**src/pbgpio_pkg.sv**
```systemverilog
// Package for the shared port with upper address lines.
// Assumes a plain register port with byte-wide data.
`default_nettype none
package pbgpio_pkg;
  localparam int PB_W = 8;
  localparam int PB_AW = 2;
  localparam logic [1:0] OFS_PORT_DIRECTION = 2'h0;
  localparam logic [1:0] OFS_PORT_OUTPUT_DATA = 2'h1;
  localparam logic [1:0] OFS_PORT_PIN_STATE = 2'h2;
  localparam logic [1:0] OFS_PORT_PULLUP_CONTROL = 2'h3;
  localparam logic [7:0] RST_PORT_DIRECTION = 8'h00;
  localparam logic [7:0] RST_PORT_OUTPUT_DATA = 8'h00;
  localparam logic [7:0] RST_PORT_PULLUP_CONTROL = 8'h00;
  localparam logic [2:0] MODE_ADDR_LO = 3'h4;
  localparam logic [2:0] MODE_ADDR_HI = 3'h6;
  localparam logic [2:0] MODE_SINGLE_CHIP = 3'h7;
  typedef logic [PB_W-1:0] pbgpio_byte_t;

  // Pin n carries address bit n+8 when field value >= n+1
  function automatic pbgpio_byte_t pbgpio_addr_sel(input logic [3:0] ae);
    pbgpio_byte_t s;
    s = '0;
    for (int n = 0; n < PB_W; n++) begin
      s[n] = ({1'b0, ae} >= 5'(n + 1));
    end
    return s;
  endfunction
endpackage
`default_nettype wire

```
**src/pbgpio_if.sv**
```systemverilog
// Bundle carrying the register file state to the pin mux.
// Assumes one clock domain, both ends in the same top.
`default_nettype none
interface pbgpio_regs_if;
  import pbgpio_pkg::*;
  pbgpio_byte_t dir;
  pbgpio_byte_t odr;
  pbgpio_byte_t pcr;
  modport regs (output dir, output odr, output pcr);
  modport mux (input dir, input odr, input pcr);
endinterface
`default_nettype wire

```
**src/pbgpio_mux.sv**
```systemverilog
// Pin function mux: address vs port output, and pull-up gating.
// Assumes mode and field inputs are synchronous and stable.
`default_nettype none
module pbgpio_mux
  import pbgpio_pkg::*;
(
  pbgpio_regs_if.mux regs,
  input wire logic [2:0] mode,
  input wire logic [3:0] ae,
  input wire logic [7:0] addr_hi,
  input wire logic pu_force_off,
  output logic [7:0] pin_o,
  output logic [7:0] pin_oe,
  output logic [7:0] pu_en,
  output logic [7:0] addr_sel
);
  logic addr_mode;
  assign addr_mode = (mode >= MODE_ADDR_LO) && (mode <= MODE_ADDR_HI);
  assign addr_sel = addr_mode ? pbgpio_addr_sel(ae) : '0;
  // Address wins over direction; mode 7 is pure port
  assign pin_oe = addr_sel | regs.dir;
  assign pin_o = (addr_sel & addr_hi) | (~addr_sel & regs.odr);
  // Pull-up only on a true port input
  assign pu_en = pu_force_off ? '0
               : (~regs.dir & ~addr_sel & regs.pcr);
endmodule // pbgpio_mux
`default_nettype wire

```
**src/pbgpio_top.sv**
```systemverilog
// Top of the shared port: registers, read path and pin mux.
// Assumes a one-cycle strobe register port and synchronous pin inputs;
// the address-enable field comes from a register outside this block.
`default_nettype none
module pbgpio_top
  import pbgpio_pkg::*;
(
  input wire logic CLK,
  input wire logic RST,
  input wire logic CE,
  input wire logic [1:0] ADDR,
  input wire logic [7:0] WDATA,
  input wire logic WR,
  input wire logic RD,
  output logic [7:0] RDATA,
  input wire logic [2:0] MODE,
  input wire logic [3:0] ADDRESS_ENABLE_FIELD,
  input wire logic [7:0] UPPER_ADDRESS_LINES,
  input wire logic STANDBY,
  input wire logic [7:0] PORT_PINS_I,
  output logic [7:0] PORT_PINS_O,
  output logic [7:0] PORT_PINS_OE,
  output logic [7:0] PULLUP_EN,
  output logic [7:0] ADDR_DRIVE
);
  pbgpio_regs_if regs_if ();
  pbgpio_byte_t dir_q, odr_q, pcr_q, rdata_q, pin_state;

  assign regs_if.dir = dir_q;
  assign regs_if.odr = odr_q;
  assign regs_if.pcr = pcr_q;

  // Write-only: software must keep its own shadow copy
  always_ff @(posedge CLK or posedge RST) begin
    if (RST) begin
      dir_q <= RST_PORT_DIRECTION;
    end else if (CE && WR && ADDR == OFS_PORT_DIRECTION) begin
      dir_q <= WDATA;
    end
  end

  always_ff @(posedge CLK or posedge RST) begin
    if (RST) begin
      odr_q <= RST_PORT_OUTPUT_DATA;
    end else if (CE && WR && ADDR == OFS_PORT_OUTPUT_DATA) begin
      odr_q <= WDATA;
    end
  end

  always_ff @(posedge CLK or posedge RST) begin
    if (RST) begin
      pcr_q <= RST_PORT_PULLUP_CONTROL;
    end else if (CE && WR && ADDR == OFS_PORT_PULLUP_CONTROL) begin
      pcr_q <= WDATA;
    end
  end

  assign pin_state = (dir_q & odr_q) | (~dir_q & PORT_PINS_I);

  // Direction reads as zero; writes to pin state are dropped
  always_ff @(posedge CLK or posedge RST) begin
    if (RST) begin
      rdata_q <= 8'h00;
    end else if (CE) begin
      if (RD) begin
        unique case (ADDR)
          OFS_PORT_DIRECTION: rdata_q <= 8'h00;
          OFS_PORT_OUTPUT_DATA: rdata_q <= odr_q;
          OFS_PORT_PIN_STATE: rdata_q <= pin_state;
          OFS_PORT_PULLUP_CONTROL: rdata_q <= pcr_q;
        endcase
      end else begin
        rdata_q <= 8'h00;
      end
    end
  end
  assign RDATA = rdata_q;

  // Field is an input: its register sits elsewhere
  pbgpio_mux u_mux (
    .regs(regs_if.mux),
    .mode(MODE),
    .ae(ADDRESS_ENABLE_FIELD),
    .addr_hi(UPPER_ADDRESS_LINES),
    .pu_force_off(RST || STANDBY),
    .pin_o(PORT_PINS_O),
    .pin_oe(PORT_PINS_OE),
    .pu_en(PULLUP_EN),
    .addr_sel(ADDR_DRIVE)
  );

  logic am;
  assign am = MODE >= MODE_ADDR_LO && MODE <= MODE_ADDR_HI;

  // Pull-up gating as a whole
  a_pullup_gate: assert property (
    @(posedge CLK) disable iff (RST)
    PULLUP_EN == (STANDBY ? 8'h00 : (~PORT_PINS_OE & pcr_q)))
    else $error("pull-up mismatch");
  a_out_no_pull: assert property (
    @(posedge CLK) disable iff (RST)
    (PULLUP_EN & PORT_PINS_OE) == 8'h00)
    else $error("pull-up on driven pin");
  a_standby_off: assert property (
    @(posedge CLK) disable iff (RST)
    STANDBY |-> PULLUP_EN == 8'h00)
    else $error("pull-up in standby");
  // No disable here: the force must hold while reset is asserted
  a_reset_pu_off: assert property (
    @(posedge CLK)
    RST |-> PULLUP_EN == 8'h00)
    else $error("pull-up during reset");

  // Address lines against the field, pin by pin
  a_addr_pin7: assert property (
    @(posedge CLK) disable iff (RST)
    (am && ADDRESS_ENABLE_FIELD[3]) |-> PORT_PINS_OE[7] &&
    PORT_PINS_O[7] == UPPER_ADDRESS_LINES[7])
    else $error("pin 7 not on address");
  a_addr_pin0: assert property (
    @(posedge CLK) disable iff (RST)
    (am && ADDRESS_ENABLE_FIELD == 4'h0) |-> !ADDR_DRIVE[0])
    else $error("pin 0 wrongly on address");
  a_addr_on_p0: assert property (
    @(posedge CLK) disable iff (RST) am && ADDRESS_ENABLE_FIELD >= 4'h1
    |-> PORT_PINS_OE[0] && PORT_PINS_O[0] == UPPER_ADDRESS_LINES[0])
    else $error("pin 0 not on address");
  a_addr_on_p1: assert property (
    @(posedge CLK) disable iff (RST) am && ADDRESS_ENABLE_FIELD >= 4'h2
    |-> PORT_PINS_OE[1] && PORT_PINS_O[1] == UPPER_ADDRESS_LINES[1])
    else $error("pin 1 not on address");
  a_addr_on_p2: assert property (
    @(posedge CLK) disable iff (RST) am && ADDRESS_ENABLE_FIELD >= 4'h3
    |-> PORT_PINS_OE[2] && PORT_PINS_O[2] == UPPER_ADDRESS_LINES[2])
    else $error("pin 2 not on address");
  a_addr_on_p3: assert property (
    @(posedge CLK) disable iff (RST) am && ADDRESS_ENABLE_FIELD >= 4'h4
    |-> PORT_PINS_OE[3] && PORT_PINS_O[3] == UPPER_ADDRESS_LINES[3])
    else $error("pin 3 not on address");
  a_addr_on_p4: assert property (
    @(posedge CLK) disable iff (RST) am && ADDRESS_ENABLE_FIELD >= 4'h5
    |-> PORT_PINS_OE[4] && PORT_PINS_O[4] == UPPER_ADDRESS_LINES[4])
    else $error("pin 4 not on address");
  a_addr_on_p5: assert property (
    @(posedge CLK) disable iff (RST) am && ADDRESS_ENABLE_FIELD >= 4'h6
    |-> PORT_PINS_OE[5] && PORT_PINS_O[5] == UPPER_ADDRESS_LINES[5])
    else $error("pin 5 not on address");
  a_addr_on_p6: assert property (
    @(posedge CLK) disable iff (RST) am && ADDRESS_ENABLE_FIELD >= 4'h7
    |-> PORT_PINS_OE[6] && PORT_PINS_O[6] == UPPER_ADDRESS_LINES[6])
    else $error("pin 6 not on address");
  a_addr_off_p1: assert property (
    @(posedge CLK) disable iff (RST) am && ADDRESS_ENABLE_FIELD < 4'h2
    |-> !ADDR_DRIVE[1] && PORT_PINS_OE[1] == dir_q[1])
    else $error("pin 1 wrongly on address");
  a_addr_off_p2: assert property (
    @(posedge CLK) disable iff (RST) am && ADDRESS_ENABLE_FIELD < 4'h3
    |-> !ADDR_DRIVE[2] && PORT_PINS_OE[2] == dir_q[2])
    else $error("pin 2 wrongly on address");
  a_addr_off_p3: assert property (
    @(posedge CLK) disable iff (RST) am && ADDRESS_ENABLE_FIELD < 4'h4
    |-> !ADDR_DRIVE[3] && PORT_PINS_OE[3] == dir_q[3])
    else $error("pin 3 wrongly on address");
  a_addr_off_p4: assert property (
    @(posedge CLK) disable iff (RST) am && ADDRESS_ENABLE_FIELD < 4'h5
    |-> !ADDR_DRIVE[4] && PORT_PINS_OE[4] == dir_q[4])
    else $error("pin 4 wrongly on address");
  a_addr_off_p5: assert property (
    @(posedge CLK) disable iff (RST) am && ADDRESS_ENABLE_FIELD < 4'h6
    |-> !ADDR_DRIVE[5] && PORT_PINS_OE[5] == dir_q[5])
    else $error("pin 5 wrongly on address");
  a_addr_off_p6: assert property (
    @(posedge CLK) disable iff (RST) am && ADDRESS_ENABLE_FIELD < 4'h7
    |-> !ADDR_DRIVE[6] && PORT_PINS_OE[6] == dir_q[6])
    else $error("pin 6 wrongly on address");
  a_addr_off_p7: assert property (
    @(posedge CLK) disable iff (RST) am && ADDRESS_ENABLE_FIELD < 4'h8
    |-> !ADDR_DRIVE[7] && PORT_PINS_OE[7] == dir_q[7])
    else $error("pin 7 wrongly on address");

  // Port behaviour outside the address modes, and port data on non-address pins in every mode
  a_mode7_port: assert property (
    @(posedge CLK) disable iff (RST)
    MODE == MODE_SINGLE_CHIP |-> PORT_PINS_OE == dir_q &&
    PORT_PINS_O == odr_q)
    else $error("mode 7 not pure port");
  a_no_addr_port: assert property (
    @(posedge CLK) disable iff (RST)
    !am |-> ADDR_DRIVE == 8'h00 && PORT_PINS_OE == dir_q)
    else $error("address outside address modes");
  a_port_value: assert property (
    @(posedge CLK) disable iff (RST)
    (PORT_PINS_O & ~ADDR_DRIVE) == (odr_q & ~ADDR_DRIVE))
    else $error("port pin not driven from data");

  // Register writes and holds
  a_dir_write: assert property (
    @(posedge CLK) disable iff (RST)
    CE && WR && ADDR == OFS_PORT_DIRECTION |=> dir_q == $past(WDATA))
    else $error("direction write lost");
  a_odr_write: assert property (
    @(posedge CLK) disable iff (RST)
    CE && WR && ADDR == OFS_PORT_OUTPUT_DATA |=> odr_q == $past(WDATA))
    else $error("data write lost");
  a_pcr_write: assert property (
    @(posedge CLK) disable iff (RST)
    CE && WR && ADDR == OFS_PORT_PULLUP_CONTROL |=> pcr_q == $past(WDATA))
    else $error("control write lost");
  a_hold_dir: assert property (
    @(posedge CLK) disable iff (RST)
    !(CE && WR && ADDR == OFS_PORT_DIRECTION) |=> dir_q == $past(dir_q))
    else $error("direction changed unasked");
  a_hold_odr: assert property (
    @(posedge CLK) disable iff (RST)
    !(CE && WR && ADDR == OFS_PORT_OUTPUT_DATA) |=> odr_q == $past(odr_q))
    else $error("data changed unasked");
  a_hold_pcr: assert property (
    @(posedge CLK) disable iff (RST)
    !(CE && WR && ADDR == OFS_PORT_PULLUP_CONTROL) |=>
    pcr_q == $past(pcr_q))
    else $error("control changed unasked");
  a_state_ro: assert property (
    @(posedge CLK) disable iff (RST)
    CE && WR && ADDR == OFS_PORT_PIN_STATE |=>
    dir_q == $past(dir_q) && odr_q == $past(odr_q) &&
    pcr_q == $past(pcr_q))
    else $error("pin state write had effect");

  // Clock enable low freezes every register
  a_ce_hold_dir: assert property (
    @(posedge CLK) disable iff (RST)
    !CE |=> dir_q == $past(dir_q))
    else $error("direction moved while frozen");
  a_ce_hold_odr: assert property (
    @(posedge CLK) disable iff (RST)
    !CE |=> odr_q == $past(odr_q))
    else $error("data moved while frozen");
  a_ce_hold_pcr: assert property (
    @(posedge CLK) disable iff (RST)
    !CE |=> pcr_q == $past(pcr_q))
    else $error("control moved while frozen");
  a_ce_hold_rd: assert property (
    @(posedge CLK) disable iff (RST)
    !CE |=> RDATA == $past(RDATA))
    else $error("read data moved while frozen");

  // Read path
  a_read_dir: assert property (
    @(posedge CLK) disable iff (RST)
    CE && RD && ADDR == OFS_PORT_DIRECTION |=> RDATA == 8'h00)
    else $error("direction read not zero");
  a_read_odr: assert property (
    @(posedge CLK) disable iff (RST)
    CE && RD && ADDR == OFS_PORT_OUTPUT_DATA |=> RDATA == $past(odr_q))
    else $error("data read wrong");
  a_read_pcr: assert property (
    @(posedge CLK) disable iff (RST)
    CE && RD && ADDR == OFS_PORT_PULLUP_CONTROL |=> RDATA == $past(pcr_q))
    else $error("control read wrong");
  a_rdata_idle: assert property (
    @(posedge CLK) disable iff (RST)
    CE && !RD |=> RDATA == 8'h00)
    else $error("read data stands too long");
  a_read_state: assert property (
    @(posedge CLK) disable iff (RST)
    CE && RD && ADDR == OFS_PORT_PIN_STATE |=>
    RDATA == (($past(dir_q) & $past(odr_q)) |
    (~$past(dir_q) & $past(PORT_PINS_I))))
    else $error("pin state read wrong");
  a_read_p0: assert property (
    @(posedge CLK) disable iff (RST) CE && RD && ADDR == OFS_PORT_PIN_STATE
    |=> RDATA[0] == ($past(dir_q[0]) ? $past(odr_q[0])
                     : $past(PORT_PINS_I[0])))
    else $error("pin 0 state read wrong");
  a_read_p1: assert property (
    @(posedge CLK) disable iff (RST) CE && RD && ADDR == OFS_PORT_PIN_STATE
    |=> RDATA[1] == ($past(dir_q[1]) ? $past(odr_q[1])
                     : $past(PORT_PINS_I[1])))
    else $error("pin 1 state read wrong");
  a_read_p2: assert property (
    @(posedge CLK) disable iff (RST) CE && RD && ADDR == OFS_PORT_PIN_STATE
    |=> RDATA[2] == ($past(dir_q[2]) ? $past(odr_q[2])
                     : $past(PORT_PINS_I[2])))
    else $error("pin 2 state read wrong");
  a_read_p3: assert property (
    @(posedge CLK) disable iff (RST) CE && RD && ADDR == OFS_PORT_PIN_STATE
    |=> RDATA[3] == ($past(dir_q[3]) ? $past(odr_q[3])
                     : $past(PORT_PINS_I[3])))
    else $error("pin 3 state read wrong");
  a_read_p4: assert property (
    @(posedge CLK) disable iff (RST) CE && RD && ADDR == OFS_PORT_PIN_STATE
    |=> RDATA[4] == ($past(dir_q[4]) ? $past(odr_q[4])
                     : $past(PORT_PINS_I[4])))
    else $error("pin 4 state read wrong");
  a_read_p5: assert property (
    @(posedge CLK) disable iff (RST) CE && RD && ADDR == OFS_PORT_PIN_STATE
    |=> RDATA[5] == ($past(dir_q[5]) ? $past(odr_q[5])
                     : $past(PORT_PINS_I[5])))
    else $error("pin 5 state read wrong");
  a_read_p6: assert property (
    @(posedge CLK) disable iff (RST) CE && RD && ADDR == OFS_PORT_PIN_STATE
    |=> RDATA[6] == ($past(dir_q[6]) ? $past(odr_q[6])
                     : $past(PORT_PINS_I[6])))
    else $error("pin 6 state read wrong");
  a_read_p7: assert property (
    @(posedge CLK) disable iff (RST) CE && RD && ADDR == OFS_PORT_PIN_STATE
    |=> RDATA[7] == ($past(dir_q[7]) ? $past(odr_q[7])
                     : $past(PORT_PINS_I[7])))
    else $error("pin 7 state read wrong");

  // Pull-up truth table, pin by pin
  a_pu_p0: assert property (
    @(posedge CLK) disable iff (RST)
    PULLUP_EN[0] == (!STANDBY && !dir_q[0] && !ADDR_DRIVE[0] && pcr_q[0]))
    else $error("pin 0 pull-up wrong");
  a_pu_p1: assert property (
    @(posedge CLK) disable iff (RST)
    PULLUP_EN[1] == (!STANDBY && !dir_q[1] && !ADDR_DRIVE[1] && pcr_q[1]))
    else $error("pin 1 pull-up wrong");
  a_pu_p2: assert property (
    @(posedge CLK) disable iff (RST)
    PULLUP_EN[2] == (!STANDBY && !dir_q[2] && !ADDR_DRIVE[2] && pcr_q[2]))
    else $error("pin 2 pull-up wrong");
  a_pu_p3: assert property (
    @(posedge CLK) disable iff (RST)
    PULLUP_EN[3] == (!STANDBY && !dir_q[3] && !ADDR_DRIVE[3] && pcr_q[3]))
    else $error("pin 3 pull-up wrong");
  a_pu_p4: assert property (
    @(posedge CLK) disable iff (RST)
    PULLUP_EN[4] == (!STANDBY && !dir_q[4] && !ADDR_DRIVE[4] && pcr_q[4]))
    else $error("pin 4 pull-up wrong");
  a_pu_p5: assert property (
    @(posedge CLK) disable iff (RST)
    PULLUP_EN[5] == (!STANDBY && !dir_q[5] && !ADDR_DRIVE[5] && pcr_q[5]))
    else $error("pin 5 pull-up wrong");
  a_pu_p6: assert property (
    @(posedge CLK) disable iff (RST)
    PULLUP_EN[6] == (!STANDBY && !dir_q[6] && !ADDR_DRIVE[6] && pcr_q[6]))
    else $error("pin 6 pull-up wrong");
  a_pu_p7: assert property (
    @(posedge CLK) disable iff (RST)
    PULLUP_EN[7] == (!STANDBY && !dir_q[7] && !ADDR_DRIVE[7] && pcr_q[7]))
    else $error("pin 7 pull-up wrong");


  c_addr_mode: cover property (@(posedge CLK) am && ADDR_DRIVE == 8'hff);
  c_pull_on: cover property (@(posedge CLK) PULLUP_EN != 8'h00);
  c_read_pin: cover property (@(posedge CLK) RD && ADDR == OFS_PORT_PIN_STATE);
  c_frozen_wr: cover property (@(posedge CLK) !CE && WR);
  c_standby: cover property (@(posedge CLK) STANDBY && pcr_q != 8'h00);
endmodule // pbgpio_top
`default_nettype wire

```
**config.mk**
```make
export PLATFORM = sky130hd
export DESIGN_NAME = pbgpio_top
export DESIGN_NICKNAME = d
export VERILOG_FILES = /design/src/pbgpio_pkg.sv /design/src/pbgpio_if.sv /design/src/pbgpio_mux.sv /design/src/pbgpio_top.sv
export SDC_FILE = /design/constraint.sdc
export NUM_CORES = 1
export LEC_CHECK = 0
export BUFFER_PORTS_ARGS = -buffer_cell sky130_fd_sc_hd__buf_2
export CORE_MARGIN = 2
export CORE_UTILIZATION = 49
export CTS_BUF_LIST = sky130_fd_sc_hd__clkbuf_8
export DETAILED_ROUTE_END_ITERATION = 16
export PLACE_DENSITY = 0.82
export SLEW_MARGIN = 25
export SYNTH_ARGS = -nofsm -noshare
export SYNTH_HDL_FRONTEND = slang
export SYNTH_SLANG_ARGS = --single-unit
export TNS_END_PERCENT = 100
```
**constraint.sdc**
```tcl
create_clock -name CLK -period 1.9 [get_ports CLK]
set_input_delay 0.475 -clock CLK [delete_from_list [all_inputs] [get_ports CLK]]
set_output_delay 0.475 -clock CLK [all_outputs]
set_load 0.02 [all_outputs]
```
Yosys cells after proc, flatten, opt, wreduce, memory -nomap -nowiden
Index checks and enable logic that the tools add are counted.
Operators by class
  order comparisons: 10
  equal/unequal tests: 3
  multiplexer cells: 4
  bitwise gates (word level): 11
  reduce and logical (&&, ||, !) cells: 7
Operators by type and width (count)
  8-bit bitwise AND: 6
  8-bit case mux with 4 select lines: 1
  8-bit two-way mux: 3
  8-bit OR: 3
  4-bit by 3-bit >= comparator with 1-bit output (second input constant): 4
  8-bit NOT: 2
  4-bit by 2-bit >= comparator with 1-bit output (second input constant): 2
  1-bit logical AND: 5
  2-bit == test (second input constant): 2
  4-bit by 1-bit >= comparator with 1-bit output (second input constant): 1
  4-bit >= comparator (second input constant): 1
  3-bit >= comparator (second input constant): 1
  3-bit less-or-equal comparator (second input constant): 1
  2-bit by 1-bit == test with 1-bit output (second input constant): 1
  2-bit zero test: 1
  1-bit logical OR: 1
Word-level totals
  register bits: 32
  bits of input ports: 39

Depth between registers and ports, before layout
Gate-level depths: netlist (run 1).
  depth in word-level cells: 7
  gate-level depth with buffers: 5
  depth with buffers taken out: 3

By module
From an unflattened synthesis (run 1), not the netlist that was laid out.
Unflattened totals
  cells, all modules: 141
  area, all modules: 1845.5 µm²
Modules (own cells, without submodules)
  pbgpio_top: times used 1, cells each 98, area each 1486.4 µm²
  pbgpio_mux: times used 1, cells each 43, area each 359.1 µm²

Least setup slack after synthesis (run 1)
No wires, ideal clock.
  path type: input-to-output
  start: in MODE[2]
  end: out PORT_PINS_O[4]
  arrival time: 1.518 ns
  required time: 1.425 ns
  slack: -0.093 ns
  stages on the path: 3
  buffers on the path: 0
  path through: a21bo_4 -> nor3_4 -> mux2_1
Between the ends
  cells in the longest elaborated chain, start to end: 6
  elaborated cells on any way between the ends: 8
Ends and longest elaborated chain
  from (decl): RTL line pbgpio_top.sv:16  | input wire logic [2:0] MODE,
  3-bit >= comparator or 3-bit less-or-equal comparator (tied branches)
  1-bit logical AND *
  8-bit two-way mux *: RTL line pbgpio_mux.sv:19  | assign addr_sel = addr_mode ? pbgpio_addr_sel(ae) : '0;
  via ADDR_DRIVE[4]: RTL line pbgpio_top.sv:24  | output logic [7:0] ADDR_DRIVE
  8-bit NOT: RTL line pbgpio_mux.sv:22  | assign pin_o = (addr_sel & addr_hi) | (~addr_sel & regs.odr);
  8-bit bitwise AND: RTL line pbgpio_mux.sv:22
  8-bit OR *: RTL line pbgpio_mux.sv:22
  to (decl): RTL line pbgpio_top.sv:21  | output logic [7:0] PORT_PINS_O,
The timed path passes the listed nets; every way through them passes the cells marked *.

Worst setup path after layout (run 1)
  start: in MODE[0]
  end: out PORT_PINS_O[2]
Between the ends
  cells in the longest elaborated chain, start to end: 6
  elaborated cells on any way between the ends: 8
Ends and longest elaborated chain (RTL line)
  3-bit >= comparator or 3-bit less-or-equal comparator (tied branches)
  1-bit logical AND *
  8-bit two-way mux *: pbgpio_mux.sv:19
  8-bit NOT: pbgpio_mux.sv:22
  8-bit bitwise AND: pbgpio_mux.sv:22
  8-bit OR *: pbgpio_mux.sv:22
Mark *: on every way between the ends. The rest lies on a longest branch, timed or not.

==> results of run 1 <==
worst min path at each step:
| stage | startpoint | to | cells after the start |
|---|---|---|---|
| finish | RST | pcr_q[7]$_DFFE_PP0P_ | 3 |
| global route | RST | dir_q[4]$_DFFE_PP0P_ | 3 |
| CTS | RST | odr_q[4]$_DFFE_PP0P_ | 3 |
| detailed placement | RDATA[1]$_DFFE_PP0P_ | RDATA[1]$_DFFE_PP0P_ | 2 |
| global placement | RDATA[6]$_DFFE_PP0P_ | RDATA[6]$_DFFE_PP0P_ | 2 |
| floorplan | odr_q[2]$_DFFE_PP0P_ | odr_q[2]$_DFFE_PP0P_ | 1 |
per-stage QoR:
step	setup WS (ns)	utilization [%]	TNS (ns)	cells	instance area (sq um)
floorplan	-0.03268	-	-0.1124	169	1854
global placement	-0.1511	64.26	-0.9945	297	2335
detailed placement	-0.1742	64.26	-1.114	297	2335
CTS	-0.1173	70.45	-0.6606	307	2560
global route	-0.09553	72.90	-0.6688	306	2649
finish	-0.07523	72.90	-0.4115	306	2649
layout make-up:
| class | instances | area share [%] |
|---|---|---|
| Timing Repair Buffer | 88 | 21.97 |
| Tap cell | 48 | 2.267 |
| Multi-Input combinational cell | 127 | 41.62 |
| Clock buffer | 6 | 3.118 |
| Sequential cell | 32 | 30.23 |
| Inverter | 3 | 0.4251 |
| Clock inverter | 2 | 0.3779 |
cells in the final DEF (no fill, tap or decap), types with 9 or more instances in the layout:
cell type,netlist,routed
dfrtp_1,32,32
nand3_1,10,9
nand2b_1,9,9
buf_2,3,57
mux2_2,28,25
buf_4,2,14
nand2_1,10,10
nor2_1,10,10
buf_6,0,17
power breakdown:
part / switching, mW / total (mW) / internal (mW)
registers: 0.132 / 0.948 / 0.816
logic: 0.394 / 0.806 / 0.412
clock network: 0.251 / 0.539 / 0.289
per-layer routing:
layer  vias to the layer above  global-route usage [%]  share of wire, %
met5                         -                       0                 0
met4                         0                   8.854               1.8
li1                        796                       -                 -
met2                        88                   42.09                50
met1                       805                   31.73                40
met3                        11                   4.966               8.7
sequential cells by signal, indices dropped and copies added (netlist names):
name   count
pcr_q      8
RDATA      8
dir_q      8
odr_q      8
kinds of logic (layout without fill, tap and decap cells):
kind of cell | after synthesis | count (layout) | share of synthesized area [%]
and+or+nand+nor | 67 | 67 | 22.45
buffers and inverters | 10 | 99 | 2.652
muxes | 32 | 32 | 19.80
AOI/OAI and AO/OA | 28 | 28 | 11.57
DFF | 32 | 32 | 43.54
what timing repair did:
action	CTS	global route
buffers inserted	2	0
endpoints found under the setup margin	13	19
gates resized for setup	29	27
cloned	0	0
pin swaps	9	8
worst max-delay path, stage by stage:
cell,delay [ns]
buf_6,0.10
a21bo_4,0.28
a21oi_4,0.19
mux2_4,0.32
buf_6,0.13
==> summary.md, run 1 <==
| Metric | Value |
|---|---|
| Status | `complete, but fails checks` |
| Starting Density | `50.62%` |
| Fin crit period | `1.975 ns` |
| Register area | `800.8 sq um` |
| Top FF cell, synth | `dfrtp_1` |
| Synthesized area | `1839 sq um` |
| Critical Path End | `PORT_PINS_O[2]` |
| Failing checks | `negative setup slack` |
| Post-Route Skew | `0.003877 ns` |
| FF-to-FF path depth | `3` |
| Layout cells sized above 1 | `60.47%` |
| CTS tree | `yes` |
| Mapped Avg Cell Area | `10.88 sq um` |
| Initial antenna violation count | `0` |
| Wire per inst | `16.99 microns` |
| Yosys reg bits | `32` |
| # hold bufs at CTS | `0` |
| CP required | `1.42 ns` |
| Nets@finish | `296` |
| WS Path Type | `primary input to primary output` |
| Largest net degree at the start of global routing | `33` |
| Max_slew headroom | `58.54%` |
| EDFF count, synth | `0` |
| Critical path launch point | `MODE[0]` |
| Core Region | `3633 sq um` |
| Most frequent cells after synthesis | `dfrtp_1, mux2_2, nand2_1, nand3_1, nor2_1` |
| Root Buffer | `clkbuf_8` |
| Reg-to-reg slack, setup | `0.89 ns` |
| Global-route wire length before repair | `7976 microns` |
| Clk slew on worst S/H paths | `0.07 ns` |
| Final Wtd Congestion | `0.7579` |
| Critical path arrival | `1.50 ns` |
| Max-Cap Viols | `0` |
| Number of global-route vias before repair | `1701` |
| Synth area leaders | `dfrtp_1, mux2_2, o221ai_1` |
| Reg2reg end | `RDATA[0]$_DFFE_PP0P_` |
| Tcrit/Tclk final | `104.0%` |
| Worst-margin pin slew | `0.6206 ns` |
| Syn nets | `208` |
| Unique cell type count in the Yosys netlist | `27` |
| TritonCTS buffer count | `5` |
| H-tree lvl count | `2` |
| CTS sink count | `32` |
| Pleak | `1.249 nW` |
| Maximum clock rate | `506.3 MHz` |
| # rows | `22` |
| Power Total | `2.294 mW` |
| Mapped Cells | `169` |
| Startpoint class of the critical path | `primary input` |
| Critical path peak fanout | `7` |
| Fill count | `288` |
| I/O Pins | `79` |
| Post-route DRC violation count | `0` |
| Gr usage total | `24.89%` |
| Multi-input gate area | `1102 sq um` |
| Largest area contributor in the netlist | `dfrtp_1` |
| Synth warn | `0` |
| Setup WS post-layout | `-0.07523 ns` |
| GRT overflow | `0` |
| Seq/Total Area, Yosys | `43.54%` |
| Synth-to-Final Area Change | `44.01%` |
| Final setup fails | `7` |
| Final WL | `5199 microns` |
| Share of the synthesized area in the top cell type | `43.54%` |
| Hold Crit Class | `primary input to async pin` |
| Final ANT Viol Nets | `0` |
| Diodes inserted | `0` |
| Die Footprint | `4260 sq um` |
| Final Hold Viols | `0` |
| RSZ-0062 raised after global routing | `true` |
| DIE WIDTH | `65.27 microns` |
| Hpwl dp | `3595 microns` |
| Maximum clock path buffer count | `2` |
| Crit Reg-Reg Startpoint | `dir_q[0]$_DFFE_PP0P_` |
| Initial DRC Count | `101` |
| Synth async-reset ratio | `100.0%` |
| Via density | `5.556` |
| Hold_ws | `0.2664 ns` |
| Vias | `1700` |
| Max Slew Vio Count | `0` |
| Most common cell in the synthesized netlist | `dfrtp_1` |
| IO buf count | `78` |
| P per Cell Area | `865.9 nW/um^2` |
| Crit path capture type | `primary output` |
| Maximum vdd drop | `0.5491 mV` |
| Die height | `65.27 microns` |
| Drt pass-1 iters | `4` |
| Worst skew pair latency | `0.29 ns` |
(Power assumes the default switching activity.)
==> run 2: changes to the inputs <==
- SKIP_CTS_REPAIR_TIMING: unset -> 1
==> summary.md, run 2 (synthesized netlist as in run 1, its figures left out) <==
| Metric | Value |
|---|---|
| Status | `complete, but fails checks` |
| Failing checks | `negative setup slack` |
| Synth-to-Final Area Change | `39.32%` |
| Hold Crit Class | `primary input to async pin` |
| WP buf/inv | `2` |
| Global-route wire length before repair | `7734 microns` |
| Most common cell after layout, fill and taps aside | `buf_2` |
| Layout Cells excl Fill | `306` |
| Number of global-route vias before repair | `1663` |
| Most frequent cells in the layout | `buf_2, dfrtp_1, mux2_2, buf_4, buf_6` |
| Sequential power share | `42.3%` |
| Hold_ws | `0.2705 ns` |
| CTS sink count | `32` |
| Max_slew headroom | `58.80%` |
| Via density | `5.592` |
| Post-route core utilization | `70.52%` |
| Final WL | `4948 microns` |
| Largest net degree at the start of global routing | `33` |
| Top delay family on crit path | `multiplexers` |
| Post-route DRC violation count | `0` |
| Clock power frac | `24.1%` |
| DIE WIDTH | `65.27 microns` |
| Drt pass-1 iters | `4` |
| Maximum clock rate | `493.4 MHz` |
| Slowest cell on crit path | `mux2_4` |
| Max incr delay on CP | `0.32 ns` |
| Worst skew pair latency | `0.29 ns` |
| H-tree lvl count | `2` |
| CP required | `1.42 ns` |
| Placed Instances | `297` |
| Maximum vdd drop | `0.5496 mV` |
| RSZ-0062 raised after global routing | `true` |
| Worst path cell trace | `buf_6, a21bo_4, nor3_4, mux2_4, buf_6` |
| Sw Pwr | `0.7620 mW` |
| Crit path capture type | `primary output` |
| Final Hold Viols | `0` |
| Die Footprint | `4260 sq um` |
| Core Region | `3633 sq um` |
| Max Slew Vio Count | `0` |
| IO buf count | `78` |
| Worst-margin pin slew | `0.6167 ns` |
| Max-Cap Viols | `0` |
| Initial antenna violation count | `0` |
| Die height | `65.27 microns` |
| Gr usage total | `24.11%` |
| Switch share | `34.03%` |
| Starting Density | `50.62%` |
| Startpoint class of the critical path | `primary input` |
| WS Path Type | `primary input to primary output` |
| Pleak | `1.225 nW` |
| Critical path arrival | `1.55 ns` |
| Setup WS post-layout | `-0.1268 ns` |
| Wire per inst | `16.17 microns` |
| Final ANT Viol Nets | `0` |
| Maximum clock path buffer count | `2` |
| Vias | `1711` |
| Post-Route Skew | `0.002743 ns` |
| Final Wtd Congestion | `0.7579` |
| Hpwl dp | `3595 microns` |
| TritonCTS buffer count | `5` |
| Internal | `1.477 mW` |
| Fin crit period | `2.027 ns` |
| Critical path peak fanout | `7` |
| # rows | `22` |
| CTS tree | `yes` |
| Layout cells sized above 1 | `59.30%` |
| P per Cell Area | `873.8 nW/um^2` |
| I/O Pins | `79` |
| CP dominant cell by count | `buf_6` |
| Clk slew on worst S/H paths | `0.07 ns` |
| GRT overflow | `0` |
| Nets@finish | `296` |
| Diodes inserted | `0` |
| Comb power frac | `33.6%` |
| Final setup fails | `8` |
| Root Buffer | `clkbuf_8` |
| Tcrit/Tclk final | `106.7%` |
| Initial DRC Count | `99` |
-- run 2: cell type report --
type                    instances  area (sq um)
flip-flops and latches         32         800.8
clock inverters                 2         10.01
repair buffers                 88         541.8
multi-input cells             127          1056
fillers                       296          1071
well taps                      48         60.06
clock buffers                   6         82.58
inverters                       3         11.26
-- run 2: worst paths after layout --
kind | cells past startpoint | to | from | slack [ns]
setup / recovery | 5 | PORT_PINS_O[6] | MODE[1] | -0.13
hold / removal | 3 | pcr_q[7]$_DFFE_PP0P_ | RST | 0.27
hold reg to reg | 2 | RDATA[3]$_DFFE_PP0P_ | RDATA[3]$_DFFE_PP0P_ | 0.50
max in group asynchronous | 3 | RDATA[2]$_DFFE_PP0P_ | RST | 1.34
setup reg to reg | 3 | RDATA[0]$_DFFE_PP0P_ | dir_q[0]$_DFFE_PP0P_ | 0.89
min in group CLK | 2 | odr_q[1]$_DFFE_PP0P_ | WDATA[1] | 0.44
-- run 2: worst register-to-register path, delay by kind of cell, from the launching register on --
family	cells	cell delay, ns
DFF	1	0.43
AOI/OAI and AO/OA	2	0.36
and+or+nand+nor	1	0.07
-- run 2: metrics by stage --
step                      total power [mW]  setup WS (ns)  cell area (sq um)  TNS, ns
final                                2.239        -0.1268               2562  -0.6318
after global routing                 2.351        -0.1493               2562  -0.9545
after detailed placement             1.636        -0.1742               2335   -1.114
after floorplan                      1.389       -0.03268               1854  -0.1124
after global placement               1.614        -0.1511               2335  -0.9945
after CTS                            2.173        -0.1788               2427   -1.167
-- run 2: power groups by stage --
stage               logic [mW]  registers [mW]  clock network, mW
CTS                      0.690           0.936              0.547
detailed placement       0.687           0.949                  0
floorplan                0.454           0.935                  0
global placement         0.671           0.943                  0
global route             0.811           0.964              0.576
finish                   0.752           0.947              0.540
-- run 2: metal layers --
metal	global-route usage (%)	part of all wire, %	wire (microns)	vias up
met5	0	0	0	-
met4	8.073	1.2	59	0
met3	4.623	9.2	453	7
met2	40.43	48	2398	91
met1	31.35	41	2038	819
li1	-	-	-	794
==> run 3: changes to the inputs <==
- clock period: 1.9 -> 2.32 ns (I/O delays scaled with it)
==> summary.md, run 3 (synthesized netlist as in run 1, its figures left out) <==
| Metric | Value |
|---|---|
| Starting Density | `50.62%` |
| Initial antenna violation count | `0` |
| Dpl ws | `0.05059 ns` |
| Critical path arrival | `1.70 ns` |
| Die height | `65.27 microns` |
| IO buf count | `78` |
| Global-route wire length before repair | `7914 microns` |
| CP required | `1.74 ns` |
| Synth-to-Final Area Change | `30.88%` |
| Fill count | `321` |
| Most frequent cells in the layout | `buf_2, dfrtp_1, mux2_2` |
| Final setup fails | `0` |
| Multi-input gate area | `999.7 sq um` |
| Post-route DRC violation count | `0` |
| Number of global-route vias before repair | `1594` |
| Final WL | `4913 microns` |
| CTS tree | `yes` |
| Final Wtd Congestion | `0.8533` |
| Diodes inserted | `0` |
| Post-route setup TNS | `0 ns` |
| FF-to-FF path depth | `3` |
| Die Footprint | `4260 sq um` |
| CTS sink count | `32` |
| Reg-to-reg slack, setup | `1.31 ns` |
| Clk slew on worst S/H paths | `0.07 ns` |
| Post-Route Skew | `0.006129 ns` |
| GRT overflow | `0` |
| Reg2reg end | `RDATA[5]$_DFFE_PP0P_` |
| TritonCTS buffer count | `5` |
| H-tree lvl count | `2` |
| Max-Cap Viols | `0` |
| # rows | `22` |
| Root Buffer | `clkbuf_8` |
| RSZ-0062 raised after global routing | `false` |
| Gr usage total | `25.06%` |
| Pleak | `1.166 nW` |
| Hold Crit Class | `primary input to async pin` |
| DIE WIDTH | `65.27 microns` |
| Startpoint class of the critical path | `primary input` |
| Layout cells sized above 1 | `56.08%` |
| Post-route core utilization | `66.25%` |
| Crit path capture type | `primary output` |
| Nets@finish | `293` |
| Max Slew Vio Count | `0` |
| Drt pass-1 iters | `4` |
| Power Total | `1.768 mW` |
| Worst skew pair latency | `0.29 ns` |
| Final ANT Viol Nets | `0` |
| Fin crit period | `2.280 ns` |
| Largest net degree at the start of global routing | `33` |
| P per Cell Area | `734.6 nW/um^2` |
| Worst-margin pin slew | `0.4884 ns` |
| Final Hold Viols | `0` |
| Max_slew headroom | `67.33%` |
| Status | `completed` |
| WS Path Type | `primary input to primary output` |
| I/O Pins | `79` |
| Via density | `5.531` |
| Setup WS post-layout | `0.04017 ns` |
| Crit Reg-Reg Startpoint | `dir_q[5]$_DFFE_PP0P_` |
| Vias | `1676` |
| Tcrit/Tclk final | `98.27%` |
| Critical path peak fanout | `7` |
| Core Region | `3633 sq um` |
| Register area | `800.8 sq um` |
| Wire per inst | `16.21 microns` |
| Most common cell after layout, fill and taps aside | `buf_2` |
| Maximum vdd drop | `0.4418 mV` |
| Initial DRC Count | `71` |
| Maximum clock path buffer count | `2` |
| Maximum clock rate | `438.6 MHz` |
| Hpwl dp | `3599 microns` |
[run 3: cell count changes in the layout (fill, tap and decap cells not counted), sizes merged]
| cell | before | now |
|---|---|---|
| buf | 88 | 85 |
[run 3: critical path, stage by stage]
cell,delay [ns]
buf_2,0.11
a21bo_4,0.28
nor3_4,0.23
mux2_1,0.33
buf_2,0.16
[run 3: final cells by class]
type                       count  share of cell area [%]
tap                           48                   2.495
sequential                    32                   33.26
timing repair buffer          85                   18.40
multi-input combinational    127                   41.53
clock inverter                 2                  0.4158
inverter                       3                  0.4678
clock buffer                   6                   3.430
[run 3: power by group]
part | switching [mW] | leakage (nW) | internal (mW)
clock network | 0.210 | 0.0510 | 0.236
registers | 0.0990 | 0.395 | 0.668
logic | 0.299 | 0.719 | 0.256
total | 0.608 | 1.17 | 1.16
[run 3: how the worst max path moves through the flow]
| stage | cells past startpoint | start | slack (ns) | end |
|---|---|---|---|---|
| final | 5 | MODE[1] | 0.04 | PORT_PINS_O[4] |
| after global routing | 5 | MODE[1] | 0.02 | PORT_PINS_O[4] |
| after CTS | 5 | MODE[1] | 0.04 | PORT_PINS_O[3] |
| after detailed placement | 5 | MODE[1] | 0.05 | PORT_PINS_O[4] |
| after global placement | 5 | MODE[0] | 0.06 | PORT_PINS_O[4] |
| after floorplan | 3 | MODE[2] | 0.12 | PORT_PINS_O[4] |
[run 3: metal layers]
layer | global-route usage, % | wire [microns]
met1 | 34.16 | 2090
met2 | 39.03 | 2267
met3 | 6.336 | 472
met4 | 8.594 | 83
met5 | 0 | 0
[run 3: metrics by stage]
step | area (sq um) | hold WS [ns] | std cells
2_1_floorplan | 1839 | 0.4942 | 169
3_3_place_gp | 2305 | 0.4763 | 295
3_5_place_dp | 2305 | 0.4901 | 295
4_1_cts | 2397 | 0.3912 | 303
5_1_grt | 2407 | 0.4205 | 303
6_report | 2407 | 0.3850 | 303
